===== src/include/isr_map.vh =====
`ifndef ISR_MAP_VH
`define ISR_MAP_VH

// Source identity registers
`define ISR_OFS_LEVEL_SRC 8'h14
`define ISR_OFS_MOD_SRC 8'h18
`define ISR_OFS_TMR0_SRC 8'h20
`define ISR_OFS_TMR1_SRC 8'h24
`define ISR_OFS_SER0_SRC 8'h30

// Event status, mask, pending and active line registers
`define ISR_OFS_EVT_STATUS 8'hA0
`define ISR_OFS_EVT_MASK 8'hA4
`define ISR_OFS_EVT_PEND 8'hA8
`define ISR_OFS_ACTIVE 8'hAC

// Source identity field
`define ISR_SRC_FLAG_BIT 0
`define ISR_SRC_FIELD_W 3

// Event status bit positions
`define ISR_EVT_LEVEL 0
`define ISR_EVT_MOD 1
`define ISR_EVT_TMR0 2
`define ISR_EVT_TMR1 3
`define ISR_EVT_SER0 4
`define ISR_EVT_RO_WRITE 5
`define ISR_EVT_UNMAPPED 6
`define ISR_EVT_W 7

// Line numbers reported by the active line register
`define ISR_LINE_LEVEL 5'h05
`define ISR_LINE_MOD 5'h06
`define ISR_LINE_TMR0 5'h08
`define ISR_LINE_TMR1 5'h09
`define ISR_LINE_SER0 5'h0C
`define ISR_ACTIVE_VALID_BIT 7

// Reset values
`define ISR_RST_MASK 7'h00
`define ISR_RST_STATUS 7'h00
`define ISR_RST_RDATA 32'h00000000

`endif


===== src/hw/isr_event_bit.v =====
module isr_event_bit (
    clk,
    rst_b,
    level_in,
    edge_mode,
    clear,
    sticky
);
    input wire clk;
    input wire rst_b;
    input wire level_in;
    input wire edge_mode;
    input wire clear;
    output reg sticky;

    reg level_q;
    wire set;

    // Edge mode catches a raise; level mode for one-cycle pulses
    assign set = edge_mode ? (level_in & ~level_q) : level_in;

    always @(posedge clk) begin
        if (!rst_b) begin
            level_q <= 1'b0;
            sticky <= 1'b0;
        end else begin
            level_q <= level_in;
            // Set wins over a clear in the same cycle
            if (set) begin
                sticky <= 1'b1;
            end else if (clear) begin
                sticky <= 1'b0;
            end
        end
    end
endmodule // isr_event_bit


===== src/hw/isr_regs.v =====
// Summary of operation
// - Read-only register at 0x14; bit 0 is level flag, bits 2:1 zero.
// - Read-only register at 0x18; bit 0 is modulator flag, bits 2:1 zero.
// - Read-only register at 0x20; bit 0 is timer zero flag, bits 2:1 zero.
// - Read-only register at 0x24; bit 0 is timer one flag, bits 2:1 zero.
// - Read-only register at 0x30; bit 0 is serial zero flag, bits 2:1 zero.

`include "isr_map.vh"

module isr_regs #(
    parameter ADDR_W = 8
) (
    input wire clk,
    input wire rst_b,
    input wire [ADDR_W-1:0] addr,
    input wire [31:0] wdata,
    input wire wr_en,
    input wire rd_en,
    output reg [31:0] rdata,
    output reg irq,
    input wire level_control_irq_flag,
    input wire modulator_irq_flag,
    input wire timer_zero_irq_flag,
    input wire timer_one_irq_flag,
    input wire serial_zero_irq_flag
);

    localparam EW = `ISR_EVT_W;
    // Width of the source identity field
    localparam FW = `ISR_SRC_FIELD_W;

    // Offsets sized to the address port for an exact compare
    localparam [ADDR_W-1:0] OFS_LEVEL = `ISR_OFS_LEVEL_SRC;
    localparam [ADDR_W-1:0] OFS_MOD = `ISR_OFS_MOD_SRC;
    localparam [ADDR_W-1:0] OFS_TMR0 = `ISR_OFS_TMR0_SRC;
    localparam [ADDR_W-1:0] OFS_TMR1 = `ISR_OFS_TMR1_SRC;
    localparam [ADDR_W-1:0] OFS_SER0 = `ISR_OFS_SER0_SRC;
    localparam [ADDR_W-1:0] OFS_STATUS = `ISR_OFS_EVT_STATUS;
    localparam [ADDR_W-1:0] OFS_MASK = `ISR_OFS_EVT_MASK;
    localparam [ADDR_W-1:0] OFS_PEND = `ISR_OFS_EVT_PEND;
    localparam [ADDR_W-1:0] OFS_ACTIVE = `ISR_OFS_ACTIVE;

    // Line numbers shown by the active line register
    localparam [4:0] LINE_LEVEL = `ISR_LINE_LEVEL;
    localparam [4:0] LINE_MOD = `ISR_LINE_MOD;
    localparam [4:0] LINE_TMR0 = `ISR_LINE_TMR0;
    localparam [4:0] LINE_TMR1 = `ISR_LINE_TMR1;
    localparam [4:0] LINE_SER0 = `ISR_LINE_SER0;

    // Address decode
    reg hit_level_src;
    reg hit_mod_src;
    reg hit_tmr0_src;
    reg hit_tmr1_src;
    reg hit_ser0_src;
    reg hit_status;
    reg hit_mask;
    reg hit_pend;
    reg hit_active;
    reg hit_any;
    reg hit_src;

    // Register state
    reg [EW-1:0] mask_q;
    reg [EW-1:0] mask_d;
    reg [31:0] rdata_d;
    reg irq_d;

    // Event bits
    wire [EW-1:0] status;
    wire [EW-1:0] clear_req;
    wire [EW-1:0] pend;
    wire ro_write_evt;
    wire unmapped_evt;
    wire status_wr;

    // Source identity fields
    wire [`ISR_SRC_FIELD_W-1:0] level_field;
    wire [`ISR_SRC_FIELD_W-1:0] mod_field;
    wire [`ISR_SRC_FIELD_W-1:0] tmr0_field;
    wire [`ISR_SRC_FIELD_W-1:0] tmr1_field;
    wire [`ISR_SRC_FIELD_W-1:0] ser0_field;

    // Full read words of the source registers
    wire [31:0] level_word;
    wire [31:0] mod_word;
    wire [31:0] tmr0_word;
    wire [31:0] tmr1_word;
    wire [31:0] ser0_word;

    // Read data of the two register groups
    reg [31:0] src_rdata;
    reg [31:0] ctl_rdata;

    // Bus decode terms
    wire src_wr;
    wire mask_wr;
    wire wr_unmapped;
    wire rd_unmapped;

    // Active line report
    reg [4:0] active_num;
    reg active_valid;

    // Source registers: full compare, so no alias hides a stray access
    always @* begin
        hit_level_src = 1'h0;
        hit_mod_src = 1'h0;
        hit_tmr0_src = 1'h0;
        hit_tmr1_src = 1'h0;
        hit_ser0_src = 1'h0;
        if (addr == OFS_LEVEL) begin
            hit_level_src = 1'h1;
        end else if (addr == OFS_MOD) begin
            hit_mod_src = 1'h1;
        end else if (addr == OFS_TMR0) begin
            hit_tmr0_src = 1'h1;
        end else if (addr == OFS_TMR1) begin
            hit_tmr1_src = 1'h1;
        end else if (addr == OFS_SER0) begin
            hit_ser0_src = 1'h1;
        end
    end

    // Event status, mask, pending and active line registers
    always @* begin
        hit_status = 1'h0;
        hit_mask = 1'h0;
        hit_pend = 1'h0;
        hit_active = 1'h0;
        if (addr == OFS_STATUS) begin
            hit_status = 1'h1;
        end else if (addr == OFS_MASK) begin
            hit_mask = 1'h1;
        end else if (addr == OFS_PEND) begin
            hit_pend = 1'h1;
        end else if (addr == OFS_ACTIVE) begin
            hit_active = 1'h1;
        end
    end

    // Any hit at all; a missed read or write is a bus fault
    always @* begin
        hit_src = hit_level_src | hit_mod_src | hit_tmr0_src |
            hit_tmr1_src | hit_ser0_src;
        hit_any = hit_src | hit_status | hit_mask | hit_pend |
            hit_active;
    end

    // Identity fields: flag in bit 0, upper field bits tied low
    assign level_field = {2'b00, level_control_irq_flag};
    assign mod_field = {2'b00, modulator_irq_flag};
    assign tmr0_field = {2'b00, timer_zero_irq_flag};
    assign tmr1_field = {2'b00, timer_one_irq_flag};
    assign ser0_field = {2'b00, serial_zero_irq_flag};

    // Reserved bits above the field read zero
    assign level_word = {{(32-FW){1'h0}}, level_field};
    assign mod_word = {{(32-FW){1'h0}}, mod_field};
    assign tmr0_word = {{(32-FW){1'h0}}, tmr0_field};
    assign tmr1_word = {{(32-FW){1'h0}}, tmr1_field};
    assign ser0_word = {{(32-FW){1'h0}}, ser0_field};

    // A write aimed at a source register is dropped and only reported
    assign src_wr = wr_en & hit_src;
    assign ro_write_evt = src_wr;
    assign mask_wr = wr_en & hit_mask;
    assign wr_unmapped = wr_en & ~hit_any;
    assign rd_unmapped = rd_en & ~hit_any;
    assign unmapped_evt = wr_unmapped | rd_unmapped;
    // A clear and a raise in one cycle: the raise wins inside the bit
    assign status_wr = wr_en & hit_status;
    assign clear_req = status_wr ? wdata[EW-1:0] : {EW{1'b0}};

    // Peripheral flags are levels; catch each raise once
    isr_event_bit u_evt_level (
        .clk(clk),
        .rst_b(rst_b),
        .level_in(level_control_irq_flag),
        .edge_mode(1'b1),
        .clear(clear_req[`ISR_EVT_LEVEL]),
        .sticky(status[`ISR_EVT_LEVEL])
    );

    isr_event_bit u_evt_mod (
        .clk(clk),
        .rst_b(rst_b),
        .level_in(modulator_irq_flag),
        .edge_mode(1'b1),
        .clear(clear_req[`ISR_EVT_MOD]),
        .sticky(status[`ISR_EVT_MOD])
    );

    isr_event_bit u_evt_tmr0 (
        .clk(clk),
        .rst_b(rst_b),
        .level_in(timer_zero_irq_flag),
        .edge_mode(1'b1),
        .clear(clear_req[`ISR_EVT_TMR0]),
        .sticky(status[`ISR_EVT_TMR0])
    );

    isr_event_bit u_evt_tmr1 (
        .clk(clk),
        .rst_b(rst_b),
        .level_in(timer_one_irq_flag),
        .edge_mode(1'b1),
        .clear(clear_req[`ISR_EVT_TMR1]),
        .sticky(status[`ISR_EVT_TMR1])
    );

    isr_event_bit u_evt_ser0 (
        .clk(clk),
        .rst_b(rst_b),
        .level_in(serial_zero_irq_flag),
        .edge_mode(1'b1),
        .clear(clear_req[`ISR_EVT_SER0]),
        .sticky(status[`ISR_EVT_SER0])
    );

    // Bus faults are single-cycle pulses, so no edge detect
    isr_event_bit u_evt_ro_write (
        .clk(clk),
        .rst_b(rst_b),
        .level_in(ro_write_evt),
        .edge_mode(1'b0),
        .clear(clear_req[`ISR_EVT_RO_WRITE]),
        .sticky(status[`ISR_EVT_RO_WRITE])
    );

    isr_event_bit u_evt_unmapped (
        .clk(clk),
        .rst_b(rst_b),
        .level_in(unmapped_evt),
        .edge_mode(1'b0),
        .clear(clear_req[`ISR_EVT_UNMAPPED]),
        .sticky(status[`ISR_EVT_UNMAPPED])
    );

    // Pending is what the mask lets through
    assign pend = status & mask_q;

    // Lowest numbered pending line wins; bus faults are not lines
    always @* begin
        active_valid = 1'b1;
        active_num = 5'h00;
        if (pend[`ISR_EVT_LEVEL]) begin
            active_num = LINE_LEVEL;
        end else if (pend[`ISR_EVT_MOD]) begin
            active_num = LINE_MOD;
        end else if (pend[`ISR_EVT_TMR0]) begin
            active_num = LINE_TMR0;
        end else if (pend[`ISR_EVT_TMR1]) begin
            active_num = LINE_TMR1;
        end else if (pend[`ISR_EVT_SER0]) begin
            active_num = LINE_SER0;
        end else begin
            active_valid = 1'b0;
        end
    end

    // Mask is the only plain read-write register
    always @* begin
        mask_d = mask_q;
        if (mask_wr) begin
            mask_d = wdata[EW-1:0];
        end
    end

    // Source group; the flag is taken as it stands with the strobe
    always @* begin
        src_rdata = `ISR_RST_RDATA;
        if (hit_level_src) begin
            src_rdata = level_word;
        end else if (hit_mod_src) begin
            src_rdata = mod_word;
        end else if (hit_tmr0_src) begin
            src_rdata = tmr0_word;
        end else if (hit_tmr1_src) begin
            src_rdata = tmr1_word;
        end else if (hit_ser0_src) begin
            src_rdata = ser0_word;
        end
    end

    // Control group; pending and active line are derived, not stored
    always @* begin
        ctl_rdata = `ISR_RST_RDATA;
        if (hit_status) begin
            ctl_rdata = {25'h0000000, status};
        end else if (hit_mask) begin
            ctl_rdata = {25'h0000000, mask_q};
        end else if (hit_pend) begin
            ctl_rdata = {25'h0000000, pend};
        end else if (hit_active) begin
            ctl_rdata = {24'h000000, active_valid, 2'h0, active_num};
        end
    end

    // The groups never hit together, so an OR merges them
    always @* begin
        rdata_d = `ISR_RST_RDATA;
        if (rd_en) begin
            rdata_d = src_rdata | ctl_rdata;
        end
    end

    // Interrupt follows the pending set one cycle later
    always @* begin
        irq_d = |pend;
    end

    // Mask resets closed so nothing interrupts before software opts in
    always @(posedge clk) begin
        if (!rst_b) begin
            mask_q <= `ISR_RST_MASK;
        end else begin
            mask_q <= mask_d;
        end
    end

    // Read data stands one cycle, then drops back to zero
    always @(posedge clk) begin
        if (!rst_b) begin
            rdata <= `ISR_RST_RDATA;
        end else begin
            rdata <= rdata_d;
        end
    end

    // Registered so a decode glitch never reaches the pin
    always @(posedge clk) begin
        if (!rst_b) begin
            irq <= 1'h0;
        end else begin
            irq <= irq_d;
        end
    end

endmodule // isr_regs


===== config.mk =====
export PLATFORM = sky130hd
export DESIGN_NAME = isr_regs
export DESIGN_NICKNAME = d
export VERILOG_FILES = /design/src/hw/isr_event_bit.v /design/src/hw/isr_regs.v
export VERILOG_INCLUDE_DIRS = /design/src /design/src/include
export SDC_FILE = /design/constraint.sdc
export NUM_CORES = 1
export LEC_CHECK = 0
export ABC_AREA = 1
export BUFFER_PORTS_ARGS = -buffer_cell sky130_fd_sc_hd__buf_2
export CAP_MARGIN = 5
export CORE_AREA = 4 4 54 93
export CTS_CLUSTER_DIAMETER = 30
export DETAILED_ROUTE_END_ITERATION = 10
export DIE_AREA = 0 0 58 97
export GPL_ROUTABILITY_DRIVEN = 0
export GPL_TIMING_DRIVEN = 0
export HOLD_SLACK_MARGIN = 0.12
export PLACE_DENSITY = 0.74
export SETUP_SLACK_MARGIN = 0.5
export SYNTH_ARGS = -nofsm -noshare
export SYNTH_HDL_FRONTEND = slang
export SYNTH_HIERARCHICAL = 1
export SYNTH_SLANG_ARGS = --single-unit

===== constraint.sdc =====
create_clock -name clk -period 1.11 [get_ports clk]
set_input_delay 0.222 -clock clk [delete_from_list [all_inputs] [get_ports clk]]
set_output_delay 0.222 -clock clk [all_outputs]
set_load 0.03 [all_outputs]

==> impl_metrics.csv <==
group,metric,value,unit
run_status,outcome,"finished clean",
worst_hold_path,holdPathEnd,"u_evt_mod/level_q",
floorplanning,dieWidth,58,um
synthesis,syn_area_per_cell,6.74,um2
synthesis,netlist_area,1760,um2
floorplanning,start_util,40.7,%
grt,antenna_found_initial,0,
critical_path,r2r_start,"mask_q[0]",
placement,dp.cells,373,
timing,period_needed,1.10,ns
critical_path,cp_cell_sequence,"nand2_2 -> nand2_2 -> inv_2 -> o21ai_1 -> nand2_1 -> nand3_2 -> a21oi_2 -> nor2_1",
worst_hold_path,min_path_cells,3,
synthesis,syn_inst,261,
critical_path,path_buf_inv,1,
clock_network,cts.path.max_buffers,2,
grt,grt_pass1_wl,7.49,mm
pwr,leakage,1.40,nW
pwr,p_per_area,901,nW/um2
drt,routed_via_density,4.72,
timing,fin_setup_tns,0,ns
worst_hold_path,hold_class,"input pin to flop",
drt,drt_iter0_drc,114,
synthesis,synth_top_area_share,34.1,%
final_layout,regArea,632,um2
clock_network,htree_num_levels,2,
drt,drt-pass1-iter-count,5,
synthesis,synthTopCellsByArea,"dfxtp_1, nand2_1, buf_4",
synthesis,ys_ff_latch,30,
clock_network,root_buffer,"clkbuf_8",
synthesis,synth_compound_area_share,8.96,%
placement,numPortBuffers,32,
clock_network,cts_tree,"built",
clock_network,cts_inserted_buffers,5,
critical_path,cpMaxStageDelayCell,"dfxtp_2",
critical_path,rrSetupSlack,0.01,ns
final_layout,fillCellCount,370,
pwr,peakVddDrop,0.000763,V
grt,grt_max_degree,21,
drt,via_count,1918,
floorplanning,num_io_pins,82,
final_layout,multi_input_area,1120,um2
drt,ant_nets,0,
timing,timing.fmax,909,MHz
final_layout,fin_cells,406,
floorplanning,die_h,97,um
timing,fin_ws,0.0102,ns
critical_path,crit_arrival,1.26,ns
critical_path,worstPathRequired,1.27,ns
synthesis,yosys.area.top_type,"dfxtp_1",
timing,finalSetupViolCount,0,
clock_network,worstSkewPairLatency,0.29,ns
critical_path,path_common_cell,"nand2_2",
timing,maxSlewViolCount,0,
synthesis,netlist-cell-type-count,26,
pwr,power.total,2.47,mW
critical_path,r2r-end,"rdata[2]",
critical_path,critical_path_depth,8,
timing,fin_skew,0.00640,ns
critical_path,worst_path_dominant_cell_family,"simple AND/OR/NAND/NOR gates",
drt,routedWlPerCell,12.9,um
final_layout,largest_register_ffs,8,
clock_network,clkTransAtPathRegs,0.06,ns
floorplanning,die-area,5630,um2
grt,globalRoute.totalOverflow,0,
timing,fin_crit_sh,99.1,%
floorplanning,rows,32,
timing,final_hold_viol_count,0,
flow_run,cap_violations,0,
final_layout,regMostFlops,"rdata",
timing,rsz0062_at_grt,"yes",
synthesis,synth_top_family_by_area,"simple AND/OR/NAND/NOR gates",
worst_hold_path,hp-start,"modulator_irq_flag",
final_layout,nNetsFinal,404,
synthesis,synthAdderAreaFrac,0,%
synthesis,synthXorXnorAreaFrac,0,%
clock_network,hold_buffers,0,
synthesis,yosys.area_share.simple,35.6,%
floorplanning,fp.coreArea,4320,um2
grt,grt_pass1_vias,1804,
critical_path,cp-start-kind,"flop",
synthesis,yosysWarnings,6,
placement,place_ws,-0.336,ns
clock_network,clock_sinks,30,
drt,drc,0,
final_layout,areaGrowthSynthToFinish,55.6,%
final_layout,top_regs,"rdata x8, mask_q x7",
placement,hpwlAfterDp,3.23,mm
critical_path,endpoint_kind,"flop",
drt,routed_wl,5.22,mm
critical_path,crit_fanout,3,
critical_path,reg2regPathDepth,8,
final_layout,layout-drive-gt1-share,53.8,%
final_layout,final_common_cell,"buf_4",
synthesis,seq_area_frac_synth,34.1,%
critical_path,critical_path_class,"flop to flop",
critical_path,max_stage_delay,0.33,ns
final_layout,final_cell_mix,"buf_4, nand2_1, inv_1, conb_1, nand2_2",
final_layout,antenna_cells,0,
grt,track_usage,17.3,%
synthesis,muxShareOfSynthArea,0,%
-- synthesized netlist by cell type --
library cell	count
a21oi_2	1
buf_6	1
dfxtp_1	30
nand2_2	17
nand2_4	1
o2111ai_1	1
nand3_2	1
nor2_2	4
conb_1	2
buf_4	24
inv_2	8
o21ai_1	7
o21ai_2	1
nor3_1	1
and2_1	1
o21ai_0	4
inv_1	39
nor2_4	4
nand4_1	3
nand3_1	22
o22ai_1	3
a21oi_1	9
nand2_1	49
a31oi_1	2
nand3b_1	2
nor2_1	24
-- worst reg2reg max path: stages, from the launching register on --
cell and delay, ns:
dfxtp_2 0.33, nand2_2 0.09, nand2_2 0.08, inv_2 0.08, o21ai_1 0.07, nand2_1 0.09
nand3_2 0.07, a21oi_2 0.11, nor2_1 0.05
-- area by class of cell --
type,instances,share of cell area (%)
clock buffers,7,2.79
multi-input cells,188,40.8
well taps,51,2.33
plain buffers,25,6.99
flip-flops and latches,30,23.1
inverters,47,7.04
repair buffers,58,16.9
-- logic make-up (layout without fill, tap and decap cells) --
logic type / Yosys count / after routing
buf+inv: 72 / 137
simple gates: 129 / 129
other cells: 2 / 31
flops: 30 / 30
compound gates: 28 / 28
-- worst max-delay path by stage --
stage,from,to,slack [ns]
after global placement,addr[2],u_evt_ro_write/sticky,-0.32
final,mask_q[0],rdata[2],0.01
after floorplan,addr[3],u_evt_ro_write/sticky,0.02
after CTS,addr[3],mask_q[5],0.06
after global routing,mask_q[0],rdata[2],-0.04
after detailed placement,addr[2],u_evt_ro_write/sticky,-0.34
-- power breakdown --
part	internal (mW)	total (mW)	switching, mW
sequential	1.11	1.14	0.0283
combinational	0.197	0.510	0.313
clock	0.430	0.816	0.385
total	1.74	2.47	0.727
-- metal layers --
metal / global-route usage [%] / vias to the layer above / part of all wire [%] / wire [um]
li1: - / 939 / - / -
met1: 15.8 / 837 / 31 / 1640
met2: 31.4 / 118 / 55 / 2870
met3: 4.01 / 24 / 8.3 / 434
met4: 12.5 / 0 / 5.2 / 274
met5: 0 / - / 0 / 0
-- stage by stage --
stage / utilization [%] / hold WS (ns) / cell area [um2]
2_1_floorplan: - / 0.339 / 1950
3_5_place_dp: 50.3 / 0.451 / 2170
4_1_cts: 59.7 / 0.161 / 2580
3_3_place_gp: 50.3 / 0.446 / 2170
5_1_grt: 63.3 / 0.174 / 2740
6_report: 63.3 / 0.161 / 2740
-- what timing repair did --
action / 4_1_cts / 5_1_grt
cloned: 1 / 0
setup buffers: 16 / 9
endpoints found under the setup margin: 34 / 34
endpoints found under the hold margin: 0 / 0
gates resized for setup: 62 / 26
pin swaps: 29 / 17
Power figures use the tool's default switching activity.
